==> config.mk <==
export PLATFORM = sky130hd
export DESIGN_NAME = i2c_master_byte_engine
export DESIGN_NICKNAME = d
export VERILOG_FILES = /design/src/rtl/i2c_byte_engine_pkg.sv /design/src/rtl/i2c_master_byte_engine.sv
export SDC_FILE = /design/constraint.sdc
export NUM_CORES = 1
export LEC_CHECK = 0
export BUFFER_PORTS_ARGS = -buffer_cell sky130_fd_sc_hd__buf_2
export CAP_MARGIN = 20
export CORE_AREA = 2 2 106 108
export CTS_CLUSTER_SIZE = 40
export DETAILED_ROUTE_END_ITERATION = 8
export DIE_AREA = 0 0 108 110
export PLACE_DENSITY = 0.64
export SYNTH_ARGS = -nofsm -noshare
export SYNTH_HDL_FRONTEND = slang
export SYNTH_SLANG_ARGS = --single-unit
export TNS_END_PERCENT = 30
==> constraint.sdc <==
create_clock -name clk_in -period 2.1 [get_ports clk_in]
set_input_delay 0.42 -clock clk_in [delete_from_list [all_inputs] [get_ports clk_in]]
set_output_delay 0.42 -clock clk_in [all_outputs]
set_load 0.02 [all_outputs]
==> src/rtl/i2c_byte_engine_pkg.sv <==
/*
 * Shared constants for the two-wire master byte engine: state codes, field
 * widths, bit indices, reset values and buffer depth.
 * Assumes a single 100 MHz system clock domain; no bus, plain ports only.
 */
package i2c_byte_engine_pkg;

   localparam int unsigned CLK_PERIOD_NS  = 10;
   localparam int unsigned BYTE_W         = 8;
   localparam int unsigned TIMER_W        = 8;
   localparam int unsigned BIT_CNT_W      = 4;
   localparam int unsigned RX_FIFO_DEPTH  = 2;

   // Bit counter values: last data bit and acknowledge clock
   localparam logic [BIT_CNT_W-1:0] LAST_DATA_IDX = 4'h7;
   localparam logic [BIT_CNT_W-1:0] ACK_CLK_IDX   = 4'h8;
   localparam logic [BIT_CNT_W-1:0] BIT_CNT_RST   = 4'h0;

   localparam logic [TIMER_W-1:0]   TIMER_RST     = 8'h00;
   localparam logic [BYTE_W-1:0]    BYTE_RST      = 8'h00;
   localparam logic [1:0]           FIFO_CNT_FULL = 2'h2;

   // Gray codes along the usual path
   typedef enum logic [3:0] {
      ST_IDLE      = 4'h0,
      ST_TX_LOW    = 4'h1,
      ST_TX_HIGH   = 4'h3,
      ST_RX_LOW    = 4'h2,
      ST_RX_HIGH   = 4'h6,
      ST_ACK_LOW   = 4'h7,
      ST_ACK_HIGH  = 4'h5,
      ST_STOP_SDA  = 4'h4,
      ST_STOP_LOW  = 4'hC,
      ST_STOP_HIGH = 4'hD,
      ST_STOP_WAIT = 4'hF,
      ST_STOP_END  = 4'hE,
      ST_RS_LOW    = 4'hA,
      ST_RS_SDA    = 4'hB,
      ST_RS_SCL    = 4'h9,
      ST_RS_SDA_LO = 4'h8
   } engine_state_t;

endpackage : i2c_byte_engine_pkg

==> src/rtl/i2c_master_byte_engine.sv <==
/*
 * Master-side two-wire byte engine: transmit with acknowledge capture,
 * receive, master acknowledge, stop and repeated start, timed by a
 * reloadable bit timer. Received bytes also leave through a two-entry
 * valid/ready buffer.
 * Assumes: SCL/SDA are open-drain wires resolved outside (oe high pulls the
 * line low); scl_in/sda_in are asynchronous; start generation is done
 * elsewhere, so a transmit begins with SCL already held low.
 */
`timescale 1ns/1ps

module i2c_master_byte_engine (
   // Clock and reset
   input  wire logic                                    clk_in,
   input  wire logic                                    reset_n_in,
   // Bus pins
   input  wire logic                                    scl_in,
   output logic                                         scl_out,
   output logic                                         scl_oe_out,
   input  wire logic                                    sda_in,
   output logic                                         sda_out,
   output logic                                         sda_oe_out,
   // Holding buffer access
   input  wire logic                                    holding_buffer_wr_in,
   input  wire logic [i2c_byte_engine_pkg::BYTE_W-1:0]  holding_buffer_wdata_in,
   input  wire logic                                    holding_buffer_rd_in,
   output logic [i2c_byte_engine_pkg::BYTE_W-1:0]       holding_buffer_out,
   // Configuration and request pulses
   input  wire logic [i2c_byte_engine_pkg::TIMER_W-1:0] bit_timer_reload_in,
   input  wire logic                                    ack_value_bit_in,
   input  wire logic                                    restart_request_set_in,
   input  wire logic                                    stop_request_set_in,
   input  wire logic                                    receive_request_set_in,
   input  wire logic                                    ack_sequence_request_set_in,
   // Flag clear pulses
   input  wire logic                                    serial_event_flag_clr_in,
   input  wire logic                                    write_collision_flag_clr_in,
   input  wire logic                                    receive_overflow_flag_clr_in,
   input  wire logic                                    collision_flag_clr_in,
   input  wire logic                                    stop_seen_clr_in,
   // Status
   output logic                                         buffer_full_flag_out,
   output logic                                         write_collision_flag_out,
   output logic                                         ack_result_flag_out,
   output logic                                         serial_event_flag_out,
   output logic                                         receive_overflow_flag_out,
   output logic                                         collision_flag_out,
   output logic                                         stop_seen_out,
   output logic                                         restart_request_out,
   output logic                                         stop_request_out,
   output logic                                         receive_request_out,
   output logic                                         ack_sequence_request_out,
   output logic                                         busy_out,
   // Received byte stream
   output logic                                         rx_valid_out,
   input  wire logic                                    rx_ready_in,
   output logic [i2c_byte_engine_pkg::BYTE_W-1:0]       rx_data_out
);
   import i2c_byte_engine_pkg::*;

   typedef struct packed {
      engine_state_t                   state;
      logic                            scl_s1;
      logic                            scl_s2;
      logic                            sda_s1;
      logic                            sda_s2;
      logic                            scl_prev;
      logic                            scl_low;
      logic                            sda_low;
      logic [TIMER_W-1:0]              tmr;
      logic                            timer_run;
      logic [BIT_CNT_W-1:0]            bit_cnt;
      logic [BYTE_W-1:0]               shift_register;
      logic [BYTE_W-1:0]               holding_buffer;
      logic                            bf;
      logic                            write_collision_flag;
      logic                            ack_result;
      logic                            evt;
      logic                            ov;
      logic                            coll;
      logic                            stop_seen;
      logic                            restart_request;
      logic                            stop_request;
      logic                            receive_request;
      logic                            ack_sequence_request;
      logic [RX_FIFO_DEPTH-1:0][BYTE_W-1:0] fifo_mem;
      logic                            fifo_wr;
      logic                            fifo_rd;
      logic [1:0]                      fifo_cnt;
   } engine_t;

   engine_t s_r;
   engine_t s_nxt;

   logic scl_hi;
   logic sda_hi;
   logic stall;
   logic tick;
   logic reload;
   logic halt;
   logic idle;
   logic evt_set;
   logic write_collision_flag_set;
   logic bf_set;
   logic bf_clr;
   logic ov_set;
   logic coll_set;
   logic push;
   logic pop;

   always_comb begin
      s_nxt    = s_r;
      reload   = 1'b0;
      halt     = 1'b0;
      evt_set  = 1'b0;
      write_collision_flag_set = 1'b0;
      bf_set   = 1'b0;
      bf_clr   = 1'b0;
      ov_set   = 1'b0;
      coll_set = 1'b0;
      push     = 1'b0;

      // Pin synchronisers
      s_nxt.scl_s1   = scl_in;
      s_nxt.scl_s2   = s_r.scl_s1;
      s_nxt.sda_s1   = sda_in;
      s_nxt.sda_s2   = s_r.sda_s1;
      s_nxt.scl_prev = s_r.scl_s2;
      scl_hi         = s_r.scl_s2;
      sda_hi         = s_r.sda_s2;
      idle           = (s_r.state == ST_IDLE);

      // Bit timer, paused while a released SCL is held low
      stall = !s_r.scl_low && !scl_hi;
      tick  = s_r.timer_run && !stall && (s_r.tmr == TIMER_RST);
      if (s_r.timer_run && !stall && (s_r.tmr != TIMER_RST)) begin
         s_nxt.tmr = s_r.tmr - 8'h01;
      end

      // Buffer write: start when idle, else collide
      if (holding_buffer_wr_in) begin
         if (idle) begin
            s_nxt.holding_buffer = holding_buffer_wdata_in;
            s_nxt.shift_register = {holding_buffer_wdata_in[BYTE_W-2:0], 1'b0};
            s_nxt.sda_low        = !holding_buffer_wdata_in[BYTE_W-1];
            s_nxt.scl_low        = 1'b1;
            s_nxt.bit_cnt        = BIT_CNT_RST;
            s_nxt.state          = ST_TX_LOW;
            bf_set               = 1'b1;
            reload               = 1'b1;
         end else begin
            write_collision_flag_set = 1'b1;
         end
      end else if (idle && stop_request_set_in) begin
         s_nxt.stop_request     = 1'b1;
         s_nxt.sda_low = 1'b1;
         s_nxt.state   = ST_STOP_SDA;
      end else if (idle && restart_request_set_in) begin
         s_nxt.restart_request    = 1'b1;
         s_nxt.scl_low = 1'b1;
         s_nxt.state   = ST_RS_LOW;
      end else if (idle && receive_request_set_in && (s_r.fifo_cnt != FIFO_CNT_FULL)) begin
         s_nxt.receive_request    = 1'b1;
         s_nxt.sda_low = 1'b0;
         s_nxt.scl_low = 1'b1;
         s_nxt.bit_cnt = BIT_CNT_RST;
         s_nxt.state   = ST_RX_LOW;
         reload        = 1'b1;
      end else if (idle && ack_sequence_request_set_in) begin
         s_nxt.ack_sequence_request   = 1'b1;
         s_nxt.scl_low = 1'b1;
         s_nxt.sda_low = !ack_value_bit_in;
         s_nxt.state   = ST_ACK_LOW;
         reload        = 1'b1;
      end

      unique case (s_r.state)
         ST_IDLE: begin
         end
         ST_TX_LOW: begin
            if (tick) begin
               s_nxt.scl_low = 1'b0;
               s_nxt.state   = ST_TX_HIGH;
               reload        = 1'b1;
            end
         end
         ST_TX_HIGH: begin
            if (tick) begin
               s_nxt.scl_low = 1'b1;
               s_nxt.bit_cnt = s_r.bit_cnt + 4'h1;
               if (s_r.bit_cnt == ACK_CLK_IDX) begin
                  s_nxt.ack_result = sda_hi;
                  evt_set          = 1'b1;
                  halt             = 1'b1;
                  s_nxt.state      = ST_IDLE;
               end else if (s_r.bit_cnt == LAST_DATA_IDX) begin
                  bf_clr        = 1'b1;
                  s_nxt.sda_low = 1'b0;
                  s_nxt.state   = ST_TX_LOW;
                  reload        = 1'b1;
               end else begin
                  // Next bit in the same cycle as the falling edge
                  s_nxt.sda_low        = !s_r.shift_register[BYTE_W-1];
                  s_nxt.shift_register = {s_r.shift_register[BYTE_W-2:0], 1'b0};
                  s_nxt.state          = ST_TX_LOW;
                  reload               = 1'b1;
               end
            end
         end
         ST_RX_LOW: begin
            if (tick) begin
               s_nxt.scl_low = 1'b0;
               s_nxt.state   = ST_RX_HIGH;
               reload        = 1'b1;
            end
         end
         ST_RX_HIGH: begin
            if (tick) begin
               s_nxt.scl_low        = 1'b1;
               s_nxt.shift_register = {s_r.shift_register[BYTE_W-2:0], sda_hi};
               s_nxt.bit_cnt        = s_r.bit_cnt + 4'h1;
               if (s_r.bit_cnt == LAST_DATA_IDX) begin
                  s_nxt.receive_request           = 1'b0;
                  s_nxt.holding_buffer = {s_r.shift_register[BYTE_W-2:0], sda_hi};
                  bf_set               = 1'b1;
                  evt_set              = 1'b1;
                  ov_set               = s_r.bf;
                  push                 = 1'b1;
                  halt                 = 1'b1;
                  s_nxt.state          = ST_IDLE;
               end else begin
                  s_nxt.state = ST_RX_LOW;
                  reload      = 1'b1;
               end
            end
         end
         ST_ACK_LOW: begin
            if (tick) begin
               s_nxt.scl_low = 1'b0;
               s_nxt.state   = ST_ACK_HIGH;
               reload        = 1'b1;
            end
         end
         ST_ACK_HIGH: begin
            if (tick) begin
               s_nxt.scl_low = 1'b1;
               s_nxt.ack_sequence_request   = 1'b0;
               evt_set       = 1'b1;
               halt          = 1'b1;
               s_nxt.state   = ST_IDLE;
            end
         end
         ST_STOP_SDA: begin
            if (!sda_hi) begin
               s_nxt.state = ST_STOP_LOW;
               reload      = 1'b1;
            end
         end
         ST_STOP_LOW: begin
            if (tick) begin
               s_nxt.scl_low = 1'b0;
               s_nxt.state   = ST_STOP_HIGH;
               reload        = 1'b1;
            end
         end
         ST_STOP_HIGH: begin
            if (tick) begin
               s_nxt.sda_low = 1'b0;
               s_nxt.state   = ST_STOP_WAIT;
               halt          = 1'b1;
            end
         end
         ST_STOP_WAIT: begin
            if (sda_hi && scl_hi) begin
               s_nxt.stop_seen = 1'b1;
               s_nxt.state     = ST_STOP_END;
               reload          = 1'b1;
            end
         end
         ST_STOP_END: begin
            if (tick) begin
               s_nxt.stop_request   = 1'b0;
               evt_set     = 1'b1;
               halt        = 1'b1;
               s_nxt.state = ST_IDLE;
            end
         end
         ST_RS_LOW: begin
            if (!scl_hi) begin
               s_nxt.sda_low = 1'b0;
               s_nxt.state   = ST_RS_SDA;
               reload        = 1'b1;
            end
         end
         ST_RS_SDA: begin
            if (tick && sda_hi) begin
               s_nxt.scl_low = 1'b0;
               s_nxt.state   = ST_RS_SCL;
               reload        = 1'b1;
            end
         end
         ST_RS_SCL: begin
            if (scl_hi && !s_r.scl_prev && !sda_hi) begin
               coll_set = 1'b1;
            end else if (!scl_hi && s_r.scl_prev) begin
               coll_set = 1'b1;
            end else if (tick) begin
               s_nxt.sda_low = 1'b1;
               s_nxt.state   = ST_RS_SDA_LO;
               reload        = 1'b1;
            end
         end
         ST_RS_SDA_LO: begin
            if (tick) begin
               s_nxt.scl_low = 1'b1;
               s_nxt.restart_request    = 1'b0;
               evt_set       = 1'b1;
               halt          = 1'b1;
               s_nxt.state   = ST_IDLE;
            end
         end
      endcase

      // Collision aborts everything and frees the bus
      if (coll_set) begin
         s_nxt.state   = ST_IDLE;
         s_nxt.scl_low = 1'b0;
         s_nxt.sda_low = 1'b0;
         s_nxt.restart_request    = 1'b0;
         s_nxt.stop_request     = 1'b0;
         s_nxt.receive_request    = 1'b0;
         s_nxt.ack_sequence_request   = 1'b0;
         bf_clr        = 1'b1;
         halt          = 1'b1;
         reload        = 1'b0;
      end

      if (reload) begin
         s_nxt.tmr       = bit_timer_reload_in;
         s_nxt.timer_run = 1'b1;
      end else if (halt) begin
         s_nxt.timer_run = 1'b0;
      end

      // Reading clears buffer-full outside transmit
      if (holding_buffer_rd_in && (s_r.state != ST_TX_LOW) && (s_r.state != ST_TX_HIGH)) begin
         bf_clr = 1'b1;
      end

      // Sticky flags: a set in the clearing cycle wins
      s_nxt.bf        = bf_set | (s_r.bf & !bf_clr);
      s_nxt.evt       = evt_set | (s_r.evt & !serial_event_flag_clr_in);
      s_nxt.write_collision_flag      = write_collision_flag_set | (s_r.write_collision_flag & !write_collision_flag_clr_in);
      s_nxt.ov        = ov_set | (s_r.ov & !receive_overflow_flag_clr_in);
      s_nxt.coll      = coll_set | (s_r.coll & !collision_flag_clr_in);
      s_nxt.stop_seen = s_nxt.stop_seen & !(stop_seen_clr_in && (s_r.state != ST_STOP_WAIT));

      // Two-entry received byte buffer
      pop = rx_ready_in && (s_r.fifo_cnt != 2'h0);
      if (push) begin
         s_nxt.fifo_mem[s_r.fifo_wr] = s_nxt.holding_buffer;
         s_nxt.fifo_wr               = !s_r.fifo_wr;
      end
      if (pop) begin
         s_nxt.fifo_rd = !s_r.fifo_rd;
      end
      s_nxt.fifo_cnt = s_r.fifo_cnt + {1'b0, push} - {1'b0, pop};
   end

   always_ff @(posedge clk_in or negedge reset_n_in) begin
      if (!reset_n_in) begin
         s_r <= '{state: ST_IDLE, scl_s1: 1'b1, scl_s2: 1'b1, sda_s1: 1'b1, sda_s2: 1'b1,
                  scl_prev: 1'b1, tmr: TIMER_RST, bit_cnt: BIT_CNT_RST,
                  shift_register: BYTE_RST, holding_buffer: BYTE_RST, fifo_cnt: 2'h0,
                  default: '0};
      end else begin
         s_r <= s_nxt;
      end
   end

   assign scl_out                   = 1'b0;
   assign sda_out                   = 1'b0;
   assign scl_oe_out                = s_r.scl_low;
   assign sda_oe_out                = s_r.sda_low;
   assign holding_buffer_out        = s_r.holding_buffer;
   assign buffer_full_flag_out      = s_r.bf;
   assign write_collision_flag_out  = s_r.write_collision_flag;
   assign ack_result_flag_out       = s_r.ack_result;
   assign serial_event_flag_out     = s_r.evt;
   assign receive_overflow_flag_out = s_r.ov;
   assign collision_flag_out        = s_r.coll;
   assign stop_seen_out             = s_r.stop_seen;
   assign restart_request_out       = s_r.restart_request;
   assign stop_request_out          = s_r.stop_request;
   assign receive_request_out       = s_r.receive_request;
   assign ack_sequence_request_out  = s_r.ack_sequence_request;
   assign busy_out                  = (s_r.state != ST_IDLE);
   assign rx_valid_out              = (s_r.fifo_cnt != 2'h0);
   assign rx_data_out               = s_r.fifo_mem[s_r.fifo_rd];

endmodule : i2c_master_byte_engine

==> key figures, run 1 <==
Logic synthesis
  • Seq/Total Area, Yosys: 0.4278
  • Register bit total from synthesis: 71
  • Post-synthesis mux area share: 0.09637
  • Yosys top cell by area: dfrtp_1
  • Top FF cell, synth: dfrtp_1
  • Synth warn: 0
  • Post-synthesis compound-gate area fraction: 0.2044
  • Post-synth ARST share: 1.000
  • Number of synthesized flops with an enable pin: 0
  • Top post-synthesis cells by count: dfrtp_1 (66), nand2_1 (46), a21oi_1 (41), o21ai_0 (34), mux2_2 (33)
  • Share of the synthesized area in the top cell type: 0.3963
  • Mapped Area: 0.004168 mm²
  • Cell count after synthesis: 446
  • Simple-Gate Fraction of Synth Area: 0.1642
  • Adder-cell area share of the yosys netlist: 0.01801
  • Mean post-synth cell area: 9.345 µm²
  • Synth top area cells: dfrtp_1 (40%), mux2_2 (8.9%), a21oi_1 (4.9%)
  • Largest family of logic cells by synthesized area: compound AO/OA/AOI/OAI gates
  • Post-Synth XOR/XNOR Area: 0.02522
  • Unique masters post-synth: 67
  • Most frequent cell after synthesis: dfrtp_1

Setup path
  • CP Max Fanout: 4
  • Critical path endpoint category: flop
  • WP data arrival: 2440 ps
  • Critical path type: reg -> reg
  • Worst Path Required: 2340 ps
  • Startpoint types: flop

Detailed routing
  • Detailed Routing Iterations Pass 1: 5
  • Detail-routed net length per standard cell: 16.71 µm
  • Post-DRT Antenna Nets: 0
  • Vias: 3997
  • DRT iter0 DRCs: 257
  • Final wirelength: 12470 µm
  • # DRC: 0
  • Vias/cell: 5.358

Die
  • Die area: 0.01188 mm²
  • Horiz. Die Dim: 108 µm
  • Core Rows: 38
  • I/O pins: 66
  • Starting density of the core: 0.3896
  • Core area: 0.01070 mm²
  • DIE HEIGHT: 110 µm

Global route
  • Initial antenna violation count: 0
  • First-pass GRT wire length: 19880 µm
  • Vias in the first global route: 3984
  • Gr ovfl total: 0
  • Largest net degree at the start of global routing: 72
  • Gr usage total: 0.2158

Clock tree
  • Clock Latency Late Sink: 350 ps
  • Clock slew at reported path FFs: 80 ps
  • Buffer depth of the longest clock path: 2
  • H-tree depth: 3
  • CTS tree: done
  • Hold_buf cts: 0
  • CTS Buf Count: 9
  • Clock root buffer: clkbuf_8
  • Clock sink total: 71

Timing
  • Fmax: 455.0 MHz
  • Post-route minimum period: 2198 ps
  • Period utilization: 1.047
  • Fin. Hold Viols: 0
  • Fin Clk Skew: 8.985 ps
  • Final Max Slew Viols: 0
  • Final worst setup slack: -97.77 ps
  • RSZ-0062 raised after global routing: true
  • Setup-failing EPs final: 26

Status
  • Outcome: finished, violations left
  • Failing checks: setup timing

Final layout
  • Reg area: 0.001787 mm²
  • Number of fill cells: 967
  • Ant diodes: 0
  • Area grow syn2layout: 41.58%
  • Final nets: 640
  • Final cell count without fillers: 746
  • Multi-input gate area: 0.002347 mm²
  • Ratio of cells with drive above 1 in the final layout: 0.4571

Job
  • Max-cap violations: 0

Min path
  • Hold WC Path Type: in -> async

Placement
  • Post-DP HPWL: 8931 µm
  • Dpl cells: 709
  • GPL Wtd Cong: 0.8950
  • Port bufs: 63

Power and ir drop
  • Power Dens Cells: 1364 mW/mm²
  • Total power: 8051 µW
  • Peak VDD IR: 0.0007745 V
  • Leak: 0.002724 µW
[placed cells by master (no fill, tap or decap), types with 3 or more instances in the layout]
master and instances:
nand3_1 6, a21oi_1 37, nand2_1 46, buf_12 5, a31oi_1 6, inv_6 3, dfrtp_1 63, a211oi_1 6
nor2_1 23, o211ai_1 3, o32ai_1 3, and2_1 4, nor2b_1 5, nor3_1 6, mux2_2 24, o21ai_1 4
ha_4 3, o21ai_0 31, and3_1 7, a21oi_2 4, mux2_4 9, dfrtp_2 3, xnor2_1 9, buf_4 104
inv_1 10, buf_2 62, buf_6 10, ha_1 3, nand2b_1 5, nand3b_1 3, nor3_2 3, o22ai_1 7
clkbuf_8 9, dfstp_2 5, inv_2 5
[critical path, cell delays in order (launching register included)]
cell and delay, ps:
dfrtp_1 410, inv_2 90, ha_4 120, nor3b_4 270
nand3_4 140, nor3_4 220, inv_2 110, ha_4 280
inv_2 30, ha_4 150, xnor2_2 130, xnor2_1 120
[layer usage]
layer  up-vias  global-route usage  wire length, µm
met4         0             0.06410              285
met2       114              0.3774             6123
met1      1947              0.2711             5550
li1       1911                   -                -
met5         -                   0                0
met3        25             0.04292              506
[logic make-up after synthesis]
kind of cell	Yosys count
mux	36
xor+xnor	12
buf+inv	55
flops	71
simple gates	132
fa+ha+maj	6
compound gates	133
other cells	1
[where the power goes]
part | leakage [µW] | internal, µW | total (µW) | switching, µW
clock network | 0.0000933 | 556 | 1130 | 575
logic | 0.00173 | 2430 | 4720 | 2290
registers | 0.000897 | 1790 | 2200 | 413
total | 0.00272 | 4780 | 8050 | 3280
[stage by stage]
stage          setup slack (ps)  hold WS, ps  instance area (µm²)  TNS, ps  utilization
2_1_floorplan            -6.415        124.4                 4193   -51.32            -
3_3_place_gp             -157.4        345.8                 5265    -1329       0.4922
3_5_place_dp             -207.3        351.7                 5265    -1722       0.4922
4_1_cts                  -73.91        112.0                 5697   -593.9       0.5325
5_1_grt                  -236.0        110.6                 5901    -5282       0.5516
6_report                 -97.77        90.18                 5901    -1502       0.5516
[state kept, by name (all words and copies together) (netlist names)]
name / cells
s_r: 46
scl_hi: 1
stop_seen_out: 1
restart_request_out: 1
ack_sequence_request_out: 1
collision_flag_out: 1
s_nxt: 2
holding_buffer_out: 8
serial_event_flag_out: 1
receive_overflow_flag_out: 1
sda_hi: 1
sda_oe_out: 1
buffer_full_flag_out: 1
stop_request_out: 1
write_collision_flag_out: 1
scl_oe_out: 1
receive_request_out: 1
ack_result_flag_out: 1
[layout make-up]
type                            instances  share of cell area
Clock buffer                           10             0.02163
Sequential cell                        71              0.3028
Clock inverter                          6             0.01145
Tap cell                              140             0.02969
Timing Repair Buffer                  182              0.2256
Multi-Input combinational cell        321              0.3978
Inverter                               16             0.01103
[worst paths after layout]
path	start	endpoint	slack, ps	cells after the start
max	s_r[53]	s_r[1]	-100	11
min	reset_n_in	s_r[18]	90	2
max reg2reg	s_r[53]	s_r[1]	-100	11
min reg2reg	s_nxt[65]	scl_hi	350	0
max in group asynchronous	reset_n_in	s_nxt[65]	1660	2
min in group clk_in	sda_in	s_nxt[63]	170	1
[timing repair]
item                       CTS  global route
setup buffers               14             7
pin swaps                    9            16
resized for setup           31            35
setup endpoints to repair   28            44
cloned                       1             0
(Power assumes the default switching activity.)
==> run 2: changes to the inputs <==
ABC_AREA = 1   (was unset)
CORE_AREA = 2 2 93 95   (was 2 2 106 108)
DIE_AREA = 0 0 95 97   (was 0 0 108 110)
PLACE_DENSITY = 0.79   (was 0.64)
==> run 2 against run 1 <==
Worst hold slack lost 21 ps. Highest routed layer unchanged. Die area shrank 22%. Non-clock buffer count shrank 81. Sequential cell count is the same. Critical endpoint is now s_r[67]. The flow now finishes without violations. Clock power shrank 4%. Total power shrank 14%. Global-route usage grew 4.0 points.
==> key figures, run 2 <==
Status
  • Outcome: finished, final reports clean

Timing
  • Final Max Slew Viols: 0
  • Period utilization: 0.9502
  • Max-slew headroom: 0.6472
  • Post-route minimum period: 1995 ps
  • Min Hold Slack: 69.64 ps
  • Setup TNS: 0 ps
  • Worst-margin pin slew: 523.7 ps
  • Fmax: 501.1 MHz
  • RSZ-0062 raised after global routing: true
  • Setup-failing EPs final: 0
  • Fin. Hold Viols: 0
  • Fin Clk Skew: 12.22 ps

Setup path
  • WP data arrival: 2260 ps
  • Critical path type: reg -> reg
  • Critical path endpoint category: flop
  • Worst Path Required: 2370 ps
  • CP Max Fanout: 7
  • Startpoint types: flop

Logic synthesis
  • Top post-synthesis cells by count: nand2_1 (162), dfrtp_1 (66), inv_1 (56), nor2_1 (51), o21ai_0 (47)
  • Mean post-synth cell area: 7.548 µm²
  • Seq/Total Area, Yosys: 0.4241
  • Post-synthesis compound-gate area fraction: 0.1440
  • Unique masters post-synth: 48
  • Largest family of logic cells by synthesized area: simple AND/OR/NAND/NOR gates
  • Register bit total from synthesis: 71
  • Post-synthesis mux area share: 0
  • Post-synth ARST share: 1.000
  • Synth top area cells: dfrtp_1 (39%), nand2_1 (14%), o21ai_0 (5.6%)
  • Synth warn: 0
  • Number of synthesized flops with an enable pin: 0
  • Share of the synthesized area in the top cell type: 0.3929
  • Simple-Gate Fraction of Synth Area: 0.2932
  • Post-Synth XOR/XNOR Area: 0.02292
  • Adder-cell area share of the yosys netlist: 0.01786
  • Mapped Area: 0.004204 mm²
  • Top FF cell, synth: dfrtp_1
  • Most frequent cell after synthesis: nand2_1
  • Cell count after synthesis: 557
  • Yosys top cell by area: dfrtp_1

Placement
  • Post-DP HPWL: 8451 µm
  • Port bufs: 63
  • GPL Wtd Cong: 0.9414
  • Placed Area: 0.004748 mm²

Clock tree
  • Clock sink total: 71
  • CTS tree: done
  • Clock root buffer: clkbuf_8
  • H-tree depth: 3
  • Clock Latency Late Sink: 350 ps
  • CTS Buf Count: 9
  • Clock slew at reported path FFs: 100 ps
  • Buffer depth of the longest clock path: 2

Final layout
  • Most frequent cells in the layout: nand2_1 (155), buf_2 (63), dfrtp_1 (62)
  • Final Core Density: 0.6278
  • Final Cell Area: 0.005106 mm²
  • Max FFs per register: 46
  • Top reg by flops: s_r
  • Commonest non-fill, non-tap cell in the layout: nand2_1
  • Final nets: 685
  • Ant diodes: 0
  • Area grow syn2layout: 21.46%
  • Number of fill cells: 766
  • Reg area: 0.001788 mm²
  • Multi-input gate area: 0.002088 mm²
  • Ratio of cells with drive above 1 in the final layout: 0.2888

Global route
  • First-pass GRT wire length: 18560 µm
  • Vias in the first global route: 3966
  • Initial antenna violation count: 0
  • Gr usage total: 0.2556
  • Gr ovfl total: 0
  • Largest net degree at the start of global routing: 72

Die
  • Core Rows: 33
  • Horiz. Die Dim: 95 µm
  • Core area: 0.008134 mm²
  • DIE HEIGHT: 97 µm
  • Starting density of the core: 0.5168
  • Die area: 0.009215 mm²
  • I/O pins: 66

Detailed routing
  • Met2 WL: 5674 µm
  • Met1 wire length: 4771 µm
  • Post-DRT Antenna Nets: 0
  • Metal3 WL: 623 µm
  • DRT iter0 DRCs: 286
  • Vias/cell: 5.325
  • DR top layer: met4
  • # DRC: 0
  • Detailed Routing Iterations Pass 1: 5
  • Vias: 4026
  • Final wirelength: 11310 µm
  • Detail-routed net length per standard cell: 14.95 µm

Power and ir drop
  • Leak: 0.002637 µW
  • Peak VDD IR: 0.0007191 V
  • Power Dens Cells: 1360 mW/mm²

Job
  • Max-cap violations: 0

Min path
  • Hold WC Path Type: in -> async
run 2: cell count changes in the layout (fill, tap and decap cells not counted), moves of 9 or more:
cell / before / now
a21oi_1: 37 / 12
buf_4: 104 / 33
buf_6: 10 / 1
inv_1: 10 / 55
mux2_2: 24 / 0
mux2_4: 9 / 0
nand2_1: 46 / 155
nand3_1: 6 / 26
nor2_1: 23 / 45
nor2_2: 2 / 14
o21ai_0: 31 / 46
run 2: cell families after synthesis:
logic type,count (synthesis)
xor gates and xnor gates,11
AOI/OAI and AO/OA,99
adders and majority gates,6
and+or+nand+nor,279
DFF,71
other,1
buffers and inverters,90
run 2: cell type report:
cell class / count / area share
sequential: 71 / 0.3502
timing repair buffer: 101 / 0.1282
inverter: 65 / 0.04925
clock inverter: 7 / 0.01348
clock buffer: 9 / 0.02426
tap: 105 / 0.02573
multi-input combinational: 398 / 0.4090
run 2: worst max-delay path: stages, from the launching register on:
cell and delay (ps):
dfrtp_2 480, inv_1 130, nand2_4 90, nor2_2 210, buf_4 170, inv_1 40, o21ai_0 440, a21oi_1 160
a21oi_1 200
run 2: path summary, 6_finish.rpt:
path / start / end / slack, ps / cells past startpoint
worst max register to register: s_r[69] / s_r[67] / 100 / 8
max in group asynchronous: reset_n_in / s_nxt[65] / 1670 / 2
min in group clk_in: sda_in / s_nxt[63] / 160 / 1
worst max-delay path: s_r[69] / s_r[67] / 100 / 8
worst min-delay path: reset_n_in / s_r[2] / 70 / 2
worst min register to register: s_nxt[63] / sda_hi / 360 / 0
run 2: metal layers:
layer	track usage	vias up
li1	-	1960
met1	0.3256	1888
met2	0.4381	151
met3	0.04595	27
met4	0.07581	0
met5	0	-
run 2: timing repair:
action / 4_1_cts / 5_1_grt
resized for setup: 2 / 27
cloned: 1 / 0
hold buffers: 0 / 0
pin swaps: 2 / 6
setup buffers: 1 / 8
setup endpoints to repair: 6 / 12
run 2: report_power, final:
group,switching [µW],total (µW),internal (µW)
registers,308,2070,1770
clock network,615,1080,468
logic,2310,3790,1480
run 2: through the flow:
step	total power (µW)	cells	setup WS, ps
finish	6946	756	104.6
CTS	6713	748	8.661
global route	7490	756	-16.38
global placement	5380	730	17.37
floorplan	4597	558	48.02
detailed placement	5429	730	-43.19
